==> src/flash_host_pkg.sv <==
// package: pin timing, command table layout and user-side types for the flash host
package flash_host_pkg;
    localparam int          ADDR_W        = 16;
    localparam int          DATA_W        = 8;
    localparam int          PAGE_BYTES    = 128;
    localparam int          PAGE_LSB      = 7;
    localparam int          CLK_HZ        = 10_000_000;
    // strobe low time, least, in ns (well above the glitch filter)
    localparam int          STROBE_NS     = 200;
    localparam int          STROBE_CYC    = (STROBE_NS * (CLK_HZ / 1_000_000) + 999) / 1000;
    // spacing between byte loads, longest, in us (inside the byte load window)
    localparam int          LOAD_WIN_US   = 100;
    localparam int          LOAD_WIN_CYC  = LOAD_WIN_US * (CLK_HZ / 1_000_000) / 2;
    // page load timeout, least wait in us, before polling makes sense
    localparam int          LOAD_TMO_US   = 200;
    localparam int          LOAD_TMO_CYC  = LOAD_TMO_US * (CLK_HZ / 1_000_000) + 1;
    // lockout after an unguarded write while guarded, in us
    localparam int          LOCK_US       = 300;
    localparam int          LOCK_CYC      = LOCK_US * (CLK_HZ / 1_000_000);
    // write cycle, typical, in ms; poll gives up after four of them
    localparam int          WRITE_MS      = 5;
    localparam int          POLL_LIMIT    = 4 * WRITE_MS * (CLK_HZ / 1000);
    localparam int          PREAMBLE_LEN  = 3;
    localparam int          SEQ6_LEN      = 6;
    localparam int          CMD_SLOTS     = 6;
    localparam logic [7:0]  ERASED_BYTE   = 8'hFF;
    localparam int          POLL_BIT      = 7;
    localparam int          TOGGLE_BIT    = 6;

    typedef enum logic [1:0] {
        OP_PAGE_WRITE,
        OP_GUARD_OFF,
        OP_CHIP_ERASE
    } op_t;

    typedef struct packed {
        logic [ADDR_W-1:0] addr;
        logic [DATA_W-1:0] data;
    } cmd_byte_t;

    typedef struct packed {
        logic              cs_n;
        logic              rd_n;
        logic              wr_n;
        logic [ADDR_W-1:0] addr;
        logic [DATA_W-1:0] dout;
        logic              doe;
    } pin_out_t;
endpackage

==> src/page_flash_write_protect.sv <==
// host controller that drives the page flash over its byte-wide strobe bus
// What this block does
// - optional preamble, byte loads, then timed commit
// - load one to 128 bytes per page
// - only status polls read during write
// - all bytes in page share A15..A7
// - next load starts within byte window
// - preamble enables guard for every write
// - six-byte sequence disables the guard
// - six-byte sequence erases chip
// - two extra reads confirm completion
`timescale 1ns/1ps
module page_flash_write_protect #(
    parameter int POLL_LIMIT_CYC = flash_host_pkg::POLL_LIMIT,
    parameter int LOCK_WAIT_CYC  = flash_host_pkg::LOCK_CYC
) (
    input  wire logic                             clock,
    input  wire logic                             resetn,
    // user side
    input  wire logic                             start,
    input  wire flash_host_pkg::op_t              op,
    input  wire logic                             use_guard,
    input  wire logic [flash_host_pkg::ADDR_W-1:0] page_addr,
    input  wire logic [7:0]                       byte_count,
    input  wire flash_host_pkg::cmd_byte_t [flash_host_pkg::CMD_SLOTS-1:0] cmd_table,
    output logic                                  data_req,
    output logic [6:0]                            data_index,
    input  wire logic [flash_host_pkg::DATA_W-1:0] data_in,
    output logic                                  busy,
    output logic                                  done,
    output logic                                  timeout_err,
    // device pins
    output logic                                  byte_space_select_n,
    output logic                                  rd_n,
    output logic                                  wr_n,
    output logic [flash_host_pkg::ADDR_W-1:0]     addr,
    output logic [flash_host_pkg::DATA_W-1:0]     data_out,
    output logic                                  data_oe,
    input  wire logic [flash_host_pkg::DATA_W-1:0] data_pin_in
);
    initial begin
        if (POLL_LIMIT_CYC < 1 || LOCK_WAIT_CYC < 1) begin
            $error("page_flash_write_protect: counts must be positive");
        end
    end

    typedef enum {
        ST_IDLE, ST_SETUP, ST_STROBE, ST_GAP, ST_SETTLE, ST_RD, ST_RD_END, ST_LOCK, ST_DONE
    } state_t;

    // =========================================================
    // reset synchroniser
    logic rst_meta_reg;
    logic rst_n_reg;
    always_ff @(posedge clock or negedge resetn) begin
        if (!resetn) begin
            rst_meta_reg <= 1'b0;
            rst_n_reg    <= 1'b0;
        end else begin
            rst_meta_reg <= 1'b1;
            rst_n_reg    <= rst_meta_reg;
        end
    end

    // =========================================================
    // sequencing state
    state_t                           state_reg;
    flash_host_pkg::op_t              op_reg;
    logic                             guard_reg;
    logic [flash_host_pkg::ADDR_W-1:0] page_reg;
    logic [7:0]                       count_reg;
    logic [3:0]                       cmd_pos_reg;   // index into command bytes
    logic [7:0]                       byte_pos_reg;  // index into page bytes
    logic [31:0]                      timer_reg;
    logic [31:0]                      poll_cnt_reg;
    logic [7:0]                       last_data_reg;
    logic [flash_host_pkg::ADDR_W-1:0] last_addr_reg;
    logic [7:0]                       prev_rd_reg;
    logic                             have_prev_reg;
    logic [1:0]                       confirm_reg;

    // number of command bytes that precede (or make up) this operation
    function automatic logic [3:0] cmd_len(input flash_host_pkg::op_t o, input logic g);
        unique case (o)
            flash_host_pkg::OP_PAGE_WRITE: cmd_len = g ? 4'(flash_host_pkg::PREAMBLE_LEN) : 4'h0;
            flash_host_pkg::OP_GUARD_OFF,
            flash_host_pkg::OP_CHIP_ERASE: cmd_len = 4'(flash_host_pkg::SEQ6_LEN);
        endcase
    endfunction

    logic       in_cmd;
    logic [3:0] total_cmd;
    assign total_cmd = cmd_len(op_reg, guard_reg);
    assign in_cmd    = cmd_pos_reg < total_cmd;

    // pick the next byte to load
    logic [flash_host_pkg::ADDR_W-1:0] load_addr;
    logic [flash_host_pkg::DATA_W-1:0] load_data;
    always_comb begin
        load_addr = '0;
        load_data = '0;
        if (in_cmd) begin
            load_addr = cmd_table[cmd_pos_reg[2:0]].addr;
            load_data = cmd_table[cmd_pos_reg[2:0]].data;
        end else begin
            load_addr = {page_reg[flash_host_pkg::ADDR_W-1:flash_host_pkg::PAGE_LSB],
                         byte_pos_reg[6:0]};
            load_data = data_in;
        end
    end

    logic last_load;
    assign last_load = in_cmd ? (cmd_pos_reg + 4'h1 == total_cmd) && (op_reg != flash_host_pkg::OP_PAGE_WRITE)
                              : (byte_pos_reg + 8'h01 == count_reg);

    // =========================================================
    // main sequencer
    always_ff @(posedge clock or negedge rst_n_reg) begin
        if (!rst_n_reg) begin
            state_reg     <= ST_IDLE;
            op_reg        <= flash_host_pkg::OP_PAGE_WRITE;
            guard_reg     <= 1'b0;
            page_reg      <= '0;
            count_reg     <= 8'h00;
            cmd_pos_reg   <= 4'h0;
            byte_pos_reg  <= 8'h00;
            timer_reg     <= 32'h0;
            poll_cnt_reg  <= 32'h0;
            last_data_reg <= 8'h00;
            last_addr_reg <= '0;
            prev_rd_reg   <= 8'h00;
            have_prev_reg <= 1'b0;
            confirm_reg   <= 2'h0;
            timeout_err   <= 1'b0;
            done          <= 1'b0;
            busy          <= 1'b0;
            data_req      <= 1'b0;
            data_index    <= 7'h00;
        end else begin
            done     <= 1'b0;
            data_req <= 1'b0;
            unique case (state_reg)
                ST_IDLE: begin
                    if (start && (op != flash_host_pkg::OP_PAGE_WRITE ||
                        (byte_count != 8'h00 && byte_count <= 8'(flash_host_pkg::PAGE_BYTES)))) begin
                        op_reg       <= op;
                        guard_reg    <= use_guard;
                        page_reg     <= page_addr;
                        count_reg    <= byte_count;
                        cmd_pos_reg  <= 4'h0;
                        byte_pos_reg <= 8'h00;
                        timeout_err  <= 1'b0;
                        busy         <= 1'b1;
                        data_index   <= 7'h00;
                        data_req     <= 1'b1;
                        state_reg    <= ST_SETUP;
                    end
                end
                ST_SETUP: begin
                    timer_reg <= 32'h0;
                    state_reg <= ST_STROBE;
                end
                ST_STROBE: begin
                    timer_reg <= timer_reg + 32'h1;
                    // one extra cycle: strobes rise while address and data still stand
                    if (timer_reg >= 32'(flash_host_pkg::STROBE_CYC)) begin
                        last_data_reg <= load_data;
                        last_addr_reg <= load_addr;
                        timer_reg     <= 32'h0;
                        if (last_load) begin
                            state_reg <= ST_SETTLE;
                        end else begin
                            state_reg <= ST_GAP;
                        end
                        if (in_cmd) begin
                            cmd_pos_reg <= cmd_pos_reg + 4'h1;
                        end else begin
                            byte_pos_reg <= byte_pos_reg + 8'h01;
                            data_index   <= 7'(byte_pos_reg + 8'h01);
                            data_req     <= ~last_load;
                        end
                    end
                end
                ST_GAP: begin
                    timer_reg <= timer_reg + 32'h1;
                    if (timer_reg + 32'h1 >= 32'(flash_host_pkg::STROBE_CYC) &&
                        timer_reg < 32'(flash_host_pkg::LOAD_WIN_CYC)) begin
                        timer_reg <= 32'h0;
                        state_reg <= ST_STROBE;
                    end
                end
                ST_SETTLE: begin
                    timer_reg <= timer_reg + 32'h1;
                    if (timer_reg + 32'h1 >= 32'(flash_host_pkg::LOAD_TMO_CYC)) begin
                        timer_reg     <= 32'h0;
                        poll_cnt_reg  <= 32'h0;
                        have_prev_reg <= 1'b0;
                        confirm_reg   <= 2'h0;
                        state_reg     <= ST_RD;
                    end
                end
                ST_RD: begin
                    timer_reg    <= timer_reg + 32'h1;
                    poll_cnt_reg <= poll_cnt_reg + 32'h1;
                    // sampled at the edge that raises the read strobe
                    if (timer_reg >= 32'(flash_host_pkg::STROBE_CYC)) begin
                        timer_reg   <= 32'h0;
                        prev_rd_reg <= data_pin_in;
                        have_prev_reg <= 1'b1;
                        state_reg   <= ST_RD_END;
                        if (have_prev_reg &&
                            data_pin_in[flash_host_pkg::TOGGLE_BIT] ==
                                prev_rd_reg[flash_host_pkg::TOGGLE_BIT] &&
                            (op_reg != flash_host_pkg::OP_PAGE_WRITE ||
                             data_pin_in[flash_host_pkg::POLL_BIT] ==
                                last_data_reg[flash_host_pkg::POLL_BIT])) begin
                            confirm_reg <= confirm_reg + 2'h1;
                        end else begin
                            confirm_reg <= 2'h0;
                        end
                    end
                end
                ST_RD_END: begin
                    poll_cnt_reg <= poll_cnt_reg + 32'h1;
                    if (confirm_reg == 2'h2) begin
                        state_reg <= ST_DONE;
                    end else if (poll_cnt_reg >= 32'(POLL_LIMIT_CYC)) begin
                        timeout_err <= 1'b1;
                        timer_reg   <= 32'h0;
                        state_reg   <= ST_LOCK;
                    end else begin
                        state_reg <= ST_RD;
                    end
                end
                ST_LOCK: begin
                    timer_reg <= timer_reg + 32'h1;
                    if (timer_reg + 32'h1 >= 32'(LOCK_WAIT_CYC)) begin
                        state_reg <= ST_DONE;
                    end
                end
                ST_DONE: begin
                    busy      <= 1'b0;
                    done      <= 1'b1;
                    state_reg <= ST_IDLE;
                end
                default: state_reg <= ST_IDLE;
            endcase
        end
    end

    // =========================================================
    // pin drivers, all registered
    flash_host_pkg::pin_out_t pin_next;
    always_comb begin
        pin_next      = '{cs_n: 1'b1, rd_n: 1'b1, wr_n: 1'b1, addr: addr, dout: data_out, doe: 1'b0};
        unique case (state_reg)
            ST_SETUP, ST_GAP: begin
                pin_next.addr = load_addr;
                pin_next.dout = load_data;
                pin_next.doe  = 1'b1;
            end
            ST_STROBE: begin
                // read strobe stays high on writes
                pin_next.cs_n = 1'b0;
                pin_next.wr_n = 1'b0;
                pin_next.addr = load_addr;
                pin_next.dout = load_data;
                pin_next.doe  = 1'b1;
                if (timer_reg >= 32'(flash_host_pkg::STROBE_CYC)) begin
                    pin_next.cs_n = 1'b1;
                    pin_next.wr_n = 1'b1;
                end
            end
            ST_RD: begin
                pin_next.addr = last_addr_reg;
                pin_next.cs_n = 1'b0;
                pin_next.rd_n = 1'b0;
                if (timer_reg >= 32'(flash_host_pkg::STROBE_CYC)) begin
                    pin_next.cs_n = 1'b1;
                    pin_next.rd_n = 1'b1;
                end
            end
            default: begin
            end
        endcase
    end

    always_ff @(posedge clock or negedge rst_n_reg) begin
        if (!rst_n_reg) begin
            byte_space_select_n <= 1'b1;
            rd_n                <= 1'b1;
            wr_n                <= 1'b1;
            addr                <= '0;
            data_out            <= '0;
            data_oe             <= 1'b0;
        end else begin
            byte_space_select_n <= pin_next.cs_n;
            rd_n                <= pin_next.rd_n;
            wr_n                <= pin_next.wr_n;
            addr                <= pin_next.addr;
            data_out            <= pin_next.dout;
            data_oe             <= pin_next.doe;
        end
    end
endmodule

==> config.mk <==
export PLATFORM = sky130hd
export DESIGN_NAME = page_flash_write_protect
export DESIGN_NICKNAME = d
export VERILOG_FILES = /design/src/flash_host_pkg.sv /design/src/page_flash_write_protect.sv
export SDC_FILE = /design/constraint.sdc
export NUM_CORES = 1
export LEC_CHECK = 0
export ABC_AREA = 1
export ABC_CLOCK_PERIOD_IN_PS = 5900
export BUFFER_PORTS_ARGS = -buffer_cell sky130_fd_sc_hd__buf_2
export CAP_MARGIN = 20
export CORE_ASPECT_RATIO = 0.7
export CORE_MARGIN = 4
export CORE_UTILIZATION = 40
export CTS_CLUSTER_DIAMETER = 30
export DETAILED_ROUTE_END_ITERATION = 8
export GPL_TIMING_DRIVEN = 0
export RECOVER_POWER = 50
export SKIP_CTS_REPAIR_TIMING = 1
export SLEW_MARGIN = 25
export SYNTH_ARGS = -nofsm -noshare
export SYNTH_HDL_FRONTEND = slang
export SYNTH_SLANG_ARGS = --single-unit
==> constraint.sdc <==
create_clock -name clock -period 5.9 [get_ports clock]
set_input_delay 0 -clock clock [delete_from_list [all_inputs] [get_ports clock]]
set_output_delay 0 -clock clock [all_outputs]
set_load 0.01 [all_outputs]
==> Word level (Yosys, flattened, before mapping) <==
Index checks and enable logic that the tools add are counted.
{ "totals": {"inputBits": 190, "ff_bits": 210, "wordCells": 164} }
{ "op_classes": {"mux": 62, "n_eq_ne": 25, "magnitude_cmp": 9, "bitwise_logic": 1, "n_reduce_logical": 35, "addsub": 5} }
{ "op_table": {"columns": ["operator", "n"], "rows": [
  ["two-way mux 32 bit", 12],
  ["one-hot mux 32 bit (8 select lines)", 1],
  ["one-hot mux 32 bit (6 select lines)", 1],
  ["== test 32 x 3 -> 1 bit (second input constant)", 4],
  ["binary-select mux 24 bit (select 3 bit)", 1],
  ["adder 32 x 1 -> 32 bit (second input constant)", 2],
  ["== test 32 x 2 -> 1 bit (second input constant)", 2],
  [">= comparator 32 x 2 -> 1 bit (second input constant)", 2],
  ["one-hot mux 32 bit (2 select lines)", 1],
  ["== test 32 x 1 -> 1 bit (second input constant)", 1],
  ["== test 32 x 4 -> 1 bit (second input constant)", 1],
  [">= comparator 32 x 11 -> 1 bit (second input constant)", 1],
  [">= comparator 32 x 12 -> 1 bit (second input constant)", 1],
  [">= comparator 32 x 18 -> 1 bit (second input constant)", 1],
  ["zero test 32 bit", 1],
  ["less-than comparator 32 x 9 -> 1 bit (second input constant)", 1],
  ["two-way mux 8 bit", 4],
  ["one-hot mux 16 bit (2 select lines)", 1],
  ["two-way mux 24 bit", 1],
  ["two-way mux 7 bit", 3],
  ["!= test 2 bit (second input constant)", 10],
  ["two-way mux 16 bit", 1],
  ["two-way mux 4 bit", 4],
  ["one-hot mux 4 bit (2 select lines)", 2],
  ["other kinds (31)", 78]
]} }

==> Longest topological paths before layout <==
Gate-level depths: netlist of run 1.
{ "depth": {"depth_word": 10, "ltp_mapped": 19} }

==> Least setup slack after synthesis of run 1 <==
Ideal clock, no wire load.
{ "synth_path": {"kind": "flip-flop to flip-flop", "startpoint": "reg cmd_pos_reg[0]", "endpoint": "reg cmd_pos_reg[1]", "setup_slack_ns": 3.321, "arrival_ns": 2.496, "stages_incl_launch_ff": 14, "setup_ns": 0.083, "period_less_slack_ns": 2.579, "n_path_buf": 3, "path_cell_list": "dfrtp_1 clkbuf_1 inv_1 clkbuf_1 clkbuf_1 ha_1 nor2_1 o21ai_0 nand3_1 inv_2 nor2_1 nor3_1 nand2_1 o22ai_1"} }
{ "synth_between": {"elab_chain_len": 4} }
{ "synth_lines": {"columns": ["item", "line", "rtl"], "rows": [
  ["start: declaration", "page_flash_write_protect.sv:72", "logic [3:0] cmd_pos_reg;"],
  ["start signal: assignment", "page_flash_write_protect.sv:176", "cmd_pos_reg <= cmd_pos_reg + 4'h1;"],
  ["adder 4 x 1 -> 4 bit", "page_flash_write_protect.sv:176", null],
  ["two-way mux 4 bit", "page_flash_write_protect.sv:175", "if (in_cmd) begin"],
  ["two-way mux 4 bit", "page_flash_write_protect.sv:166", "if (timer_reg >= 32'(flash_host_pkg::STROBE_CYC)) begin"],
  ["one-hot mux 4 bit (2 select lines)", "page_flash_write_protect.sv:142", "unique case (state_reg)"]
]} }
Parallel ways exist; a longest one is shown, timed or not. The select of a mux whose other input is x is not followed.
A chain may end at the register's enable or synchronous reset.

==> results of run 1 <==
## cell families after synthesis
family	after synthesis	share of synthesized area, %
AND/OR/NAND/NOR	850	34.7
AO/OA/AOI/OAI	309	16.1
buffers and inverters	236	8.83
flip-flops	155	36.6
XOR/XNOR	18	1.48
adder cells (fa/ha/maj)	13	1.53
multiplexers	8	0.813
other	1	0.0353
## per-layer routing
metal / up-vias / global-route usage, %
met4: 0 / 4.75
met1: 5651 / 42.4
li1: 5765 / -
met2: 473 / 33.9
met3: 41 / 6.25
met5: - / 0
## through the flow
step / TNS [ns] / cells / power [W] / hold WS (ns)
3_5_place_dp: 0 / 2165 / 0.00419 / -0.213
2_1_floorplan: 0 / 1590 / 0.00319 / -0.296
3_3_place_gp: -126.61 / 2162 / 0.00416 / -0.216
4_1_cts: 0 / 2196 / 0.00526 / -0.694
5_1_grt: 0 / 2227 / 0.00570 / 0.0504
6_report: 0 / 2227 / 0.00529 / 0.0201
## cell type report
cell class | instances | area, um2
inverter | 169 | 634
timing repair buffer | 249 | 1380
clock inverter | 13 | 110
fill | 2641 | 12900
multi-input combinational | 1199 | 5800
tap | 357 | 447
sequential | 155 | 3880
buffer | 67 | 303
clock buffer | 18 | 439
## placed cells by master (no fill, tap or decap), types with 17 or more instances in the layout
cell	n
a21oi_1	36
buf_2	186
clkbuf_1	81
clkbuf_16	17
dfrtp_1	152
dlygate4sd3_1	31
inv_1	164
nand2_1	423
nand3_1	82
nand4_1	45
nor2_1	221
nor4_1	18
o211ai_1	18
o21ai_0	184
o22ai_1	28
## worst max-delay path, stage by stage (launching register included)
cell and delay (ns):
dfrtp_1 1.24, clkbuf_1 1.43, buf_16 0.34, clkbuf_2 0.89
## how the worst max path moves through the flow
stage                       endpoint  cells after the start  slack [ns]      startpoint
finish                      addr[10]                      3        1.90       rst_n_reg
global route        poll_cnt_reg[19]                      3        1.14       rst_n_reg
CTS                 last_addr_reg[7]                     13        2.07  cmd_pos_reg[0]
detailed placement  last_addr_reg[7]                     13        2.10  cmd_pos_reg[0]
global placement         data_out[6]                      0       -0.87       rst_n_reg
floorplan                    addr[0]                      0        1.27       rst_n_reg
## cell usage after synthesis (7+ instances only)
master,n
nand4_1,45
o22ai_1,28
ha_1,13
o211ai_1,18
xor2_1,8
inv_1,164
clkbuf_1,49
nor2_4,7
o21ai_0,184
a21oi_1,36
o21ai_1,14
or2_2,12
o31ai_1,15
nor3_1,16
dfrtp_1,152
xnor2_1,10
nand2_1,423
nand2_2,10
nor4_1,18
buf_4,11
nor2_1,221
nand3_1,82
## power by group through the flow
stage                     registers, W  logic (W)  clock network, W
after floorplan                0.00156    0.00163                 0
after global placement         0.00156    0.00260                 0
after detailed placement       0.00155    0.00264                 0
after CTS                      0.00153    0.00265           0.00108
after global routing           0.00156    0.00301           0.00112
final                          0.00154    0.00270           0.00105
==> flow_summary.yaml, run 1 <==
synthesis:
  ys_warn_count: 0
  syn_area_um2: 10600
  synth_edf_count: 0
  synth_top_area_share_pct: 35.8
  synth_area_per_cell_um2: 6.68
  synth.net_count: 1793
  synthCells: 1590
  ys_seq_area_share_pct: 36.6
  ys.flop_type: "dfrtp_1"
  yosys.cell_types.count: 44
  ys_ff_latch: 155
  async_flop_share_pct: 100
  synth_top_area_cell: "dfrtp_1"
  synth_area_leaders: "dfrtp_1, nand2_1, o21ai_0"
global_route:
  grt_pass1_vias: 10500
  antenna_found_initial: 0
  gr-total-overflow: 0
  grt_max_degree: 50
  grt_first_pass_wirelength_um: 59300
  grt_use_total_pct: 25.9
cells_and_area:
  syn_to_final_growth_pct: 22.4
  nets: 2061
  final_core_util_pct: 50.1
  design_area_um2: 13000
  antenna_cells: 0
  drive_gt1_share_pct: 15.2
pwr:
  p_sw_share_pct: 48.7
  cellLeakagePower_nw: 6.12
  p_int_w: 0.00271
  power_frac_comb_pct: 51.1
  powerDensity_nw_per_um2: 407
  seq_power_share_pct: 29.0
  peakVddDrop_v: 0.000240
  switching_power_w: 0.00258
  clkPwrFrac_pct: 19.8
clocking:
  cts_tree: "built"
  clockRootBuffer: "clkbuf_16"
  htreeDepth: 4
  path_clk_slew_ns: 0.06
  cts_buffers: 17
  cts.sinks: 155
  clk-insertion-delay-late_ns: 0.45
  cts_buffer_depth: 2
timing:
  period_needed_ns: 4.00
  skew_ns: 0.0103
  final_hold_viol_count: 0
  tightest_slew_ns: 1.88
  period_share_pct: 67.7
  timing.final.ws_setup_ns: 1.90
  finalSetupViolCount: 0
  max_slew_margin_pct: -25.5
  rsz0062_at_grt: "no"
  finalMaxSlewViolations: 31
  max_freq_mhz: 250
status:
  violations: "capacitance limit, slew limit"
  outcome: "finished with violations"
worst_setup_path:
  regToRegEndpoint: "addr[10]"
  start_kind: "flop"
  cp_max_fo: 49
  cp_data_arrival_time_ns: 4.39
  critical_path_class: "reg2async"
  end_kind: "asynchronous set/reset pin"
  reg2regPathDepth: 3
  required_ns: 6.30
  r2r_start: "rst_n_reg"
  reg2reg_setup_slack_ns: 1.90
routing:
  wl_met2_um: 15100
  first_iter_violations: 1447
  first_pass_iters: 6
  num_vias: 11900
  m1WireLength_um: 19600
  drc: 0
  wl_per_cell_um: 17.2
  highest_layer: "met4"
  ant_nets: 0
  met3WireLength_um: 3200
  routed_via_density: 5.36
  wl_um: 38300
floorplanning:
  initial_utilization_pct: 40.9
  rows: 49
  die_w_um: 203
  ioPinCount: 229
  dieArea_um2: 29300
  die_y_um: 144
  fp.coreArea_um2: 25900
place:
  io_buffers: 215
  post-place-ws_ns: 2.10
  placed_cell_area_um2: 12200
  gp_congestion: 0.988
  dp_hpwl_um: 30200
hold_path:
  worstHoldEndpoint: "data_out[7]"
  min_path_type: "in2reg"
  hold-path-cell-count: 5
  holdCritStartpoint: "data_in[7]"
job:
  drv_cap: 1
(Power assumes the default switching activity.)
==> run 2, diff against run 1 <==
Settings changed: ABC_CLOCK_PERIOD_IN_PS 5900 to 3680.
Clock period 5.9 ns to 3.68 ns, I/O delays scaled along.
==> flow_summary.yaml, run 2 (synthesized netlist as in run 1, its figures left out) <==
clocking:
  cts_tree: "built"
  htreeDepth: 4
  clk-insertion-delay-late_ns: 0.44
  clockRootBuffer: "clkbuf_16"
  cts.sinks: 155
  cts_buffer_depth: 2
  cts_buffers: 17
  path_clk_slew_ns: 0.07
place:
  io_buffers: 215
  gp_congestion: 0.981
  dp_hpwl_um: 30300
  placed_cells: 2165
  placed_cell_area_um2: 12200
timing:
  max_slew_margin_pct: -40.3
  skew_ns: 0.00883
  finalSetupViolCount: 0
  setup_tns_ns: 0
  final_hold_viol_count: 0
  period_share_pct: 92.3
  tightest_slew_ns: 2.10
  rsz0062_at_grt: "no"
  period_needed_ns: 3.40
  finalMaxSlewViolations: 37
  max_freq_mhz: 294
worst_setup_path:
  slowest_delay_ns: 0.70
  path_buf_inv: 5
  end_kind: "flop"
  cp_max_fo: 12
  critical_path_class: "reg2reg"
  required_ns: 4.04
  cp_top_family: "buffers and inverters"
  cp_data_arrival_time_ns: 3.75
  worstPathCellList: "clkbuf_2 -> clkinvlp_4 -> clkbuf_2 -> ha_1 -> nor2_1 -> o21ai_0 -> nand3_1 -> inv_2 -> buf_1 -> o21ai_0 -> nand2_1 -> o211ai_1"
  reg2regPathDepth: 12
  regToRegEndpoint: "addr[9]"
  reg2reg_setup_slack_ns: 0.28
  start_kind: "flop"
  worst_path_max_delay_cell: "o21ai_0"
  r2r_start: "cmd_pos_reg[0]"
status:
  violations: "capacitance limit, slew limit"
  outcome: "finished with violations"
cells_and_area:
  final_cell_mix: "nand2_1, nor2_1, buf_2"
  design_area_um2: 13100
  final_common_cell: "nand2_1"
  drive_gt1_share_pct: 15.5
  layout.cells.non_filler: 2226
  antenna_cells: 0
  nets: 2059
  syn_to_final_growth_pct: 23.1
  final_core_util_pct: 50.4
global_route:
  grt_use_total_pct: 26.2
  grt_max_degree: 51
  gr-total-overflow: 0
  grt_first_pass_wirelength_um: 60200
  grt_pass1_vias: 10700
  antenna_found_initial: 0
routing:
  num_vias: 11900
  wl_um: 38600
  routed_via_density: 5.34
  wl_per_cell_um: 17.3
  ant_nets: 0
  drc: 0
  first_pass_iters: 6
  first_iter_violations: 1210
floorplanning:
  die_w_um: 203
  die_y_um: 144
  ioPinCount: 229
  fp.coreArea_um2: 25900
  dieArea_um2: 29300
  initial_utilization_pct: 40.9
  rows: 49
hold_path:
  hold-path-cell-count: 4
  min_path_type: "in2reg"
  worstHoldEndpoint: "confirm_reg[0]"
  holdCritStartpoint: "data_pin_in[7]"
pwr:
  cellLeakagePower_nw: 6.17
  peakVddDrop_v: 0.000368
  powerDensity_nw_per_um2: 661
job:
  drv_cap: 1
-- run 2: worst register-to-register path: cells and delay by family (launching register included) --
| family | cells | cell delay (ns) |
|---|---|---|
| AO/OA/AOI/OAI | 3 | 0.89 |
| adder cells (fa/ha/maj) | 1 | 0.25 |
| buffers and inverters | 5 | 1.31 |
| flip-flops | 1 | 0.39 |
| AND/OR/NAND/NOR | 3 | 0.47 |
-- run 2: final cells by class --
type	instances	area, um2
well taps	357	447
multi-input cells	1199	5800
inverters	169	638
clock buffers	18	439
clock inverters	14	168
fillers	2667	12900
repair buffers	248	1400
flip-flops and latches	155	3880
plain buffers	66	303
-- run 2: power by group --
| group | internal [W] | leakage [nW] | switching, W |
|---|---|---|---|
| sequential | 0.00217 | 1.99 | 0.000276 |
| clock | 0.000992 | 0.296 | 0.000843 |
| combinational | 0.00129 | 3.89 | 0.00307 |
-- run 2: routing by layer --
metal	vias to the layer above	GRT usage, %	share of wire [%]
met1	5616	42.2	51
li1	5754	-	-
met5	-	0	0
met4	0	6.18	1.4
met2	463	34.2	39
met3	47	6.79	8.7
-- run 2: per-stage QoR --
step | hold WS (ns) | total power, W | worst slack [ns]
finish | 0.0178 | 0.00864 | 0.283
global route | 0.0439 | 0.00933 | 0.0146
detailed placement | -0.213 | 0.00673 | -0.165
global placement | -0.216 | 0.00668 | -0.160
floorplan | -0.296 | 0.00512 | 1.10
CTS | -0.692 | 0.00859 | -0.177
-- run 2: worst max path at each step --
stage,from,endpoint,depth (start not counted)
floorplan,cmd_pos_reg[0],cmd_pos_reg[1],13
global placement,cmd_pos_reg[0],addr[6],13
detailed placement,cmd_pos_reg[0],addr[6],13
CTS,cmd_pos_reg[0],addr[6],13
global route,rst_n_reg,byte_space_select_n,3
finish,cmd_pos_reg[0],addr[9],12
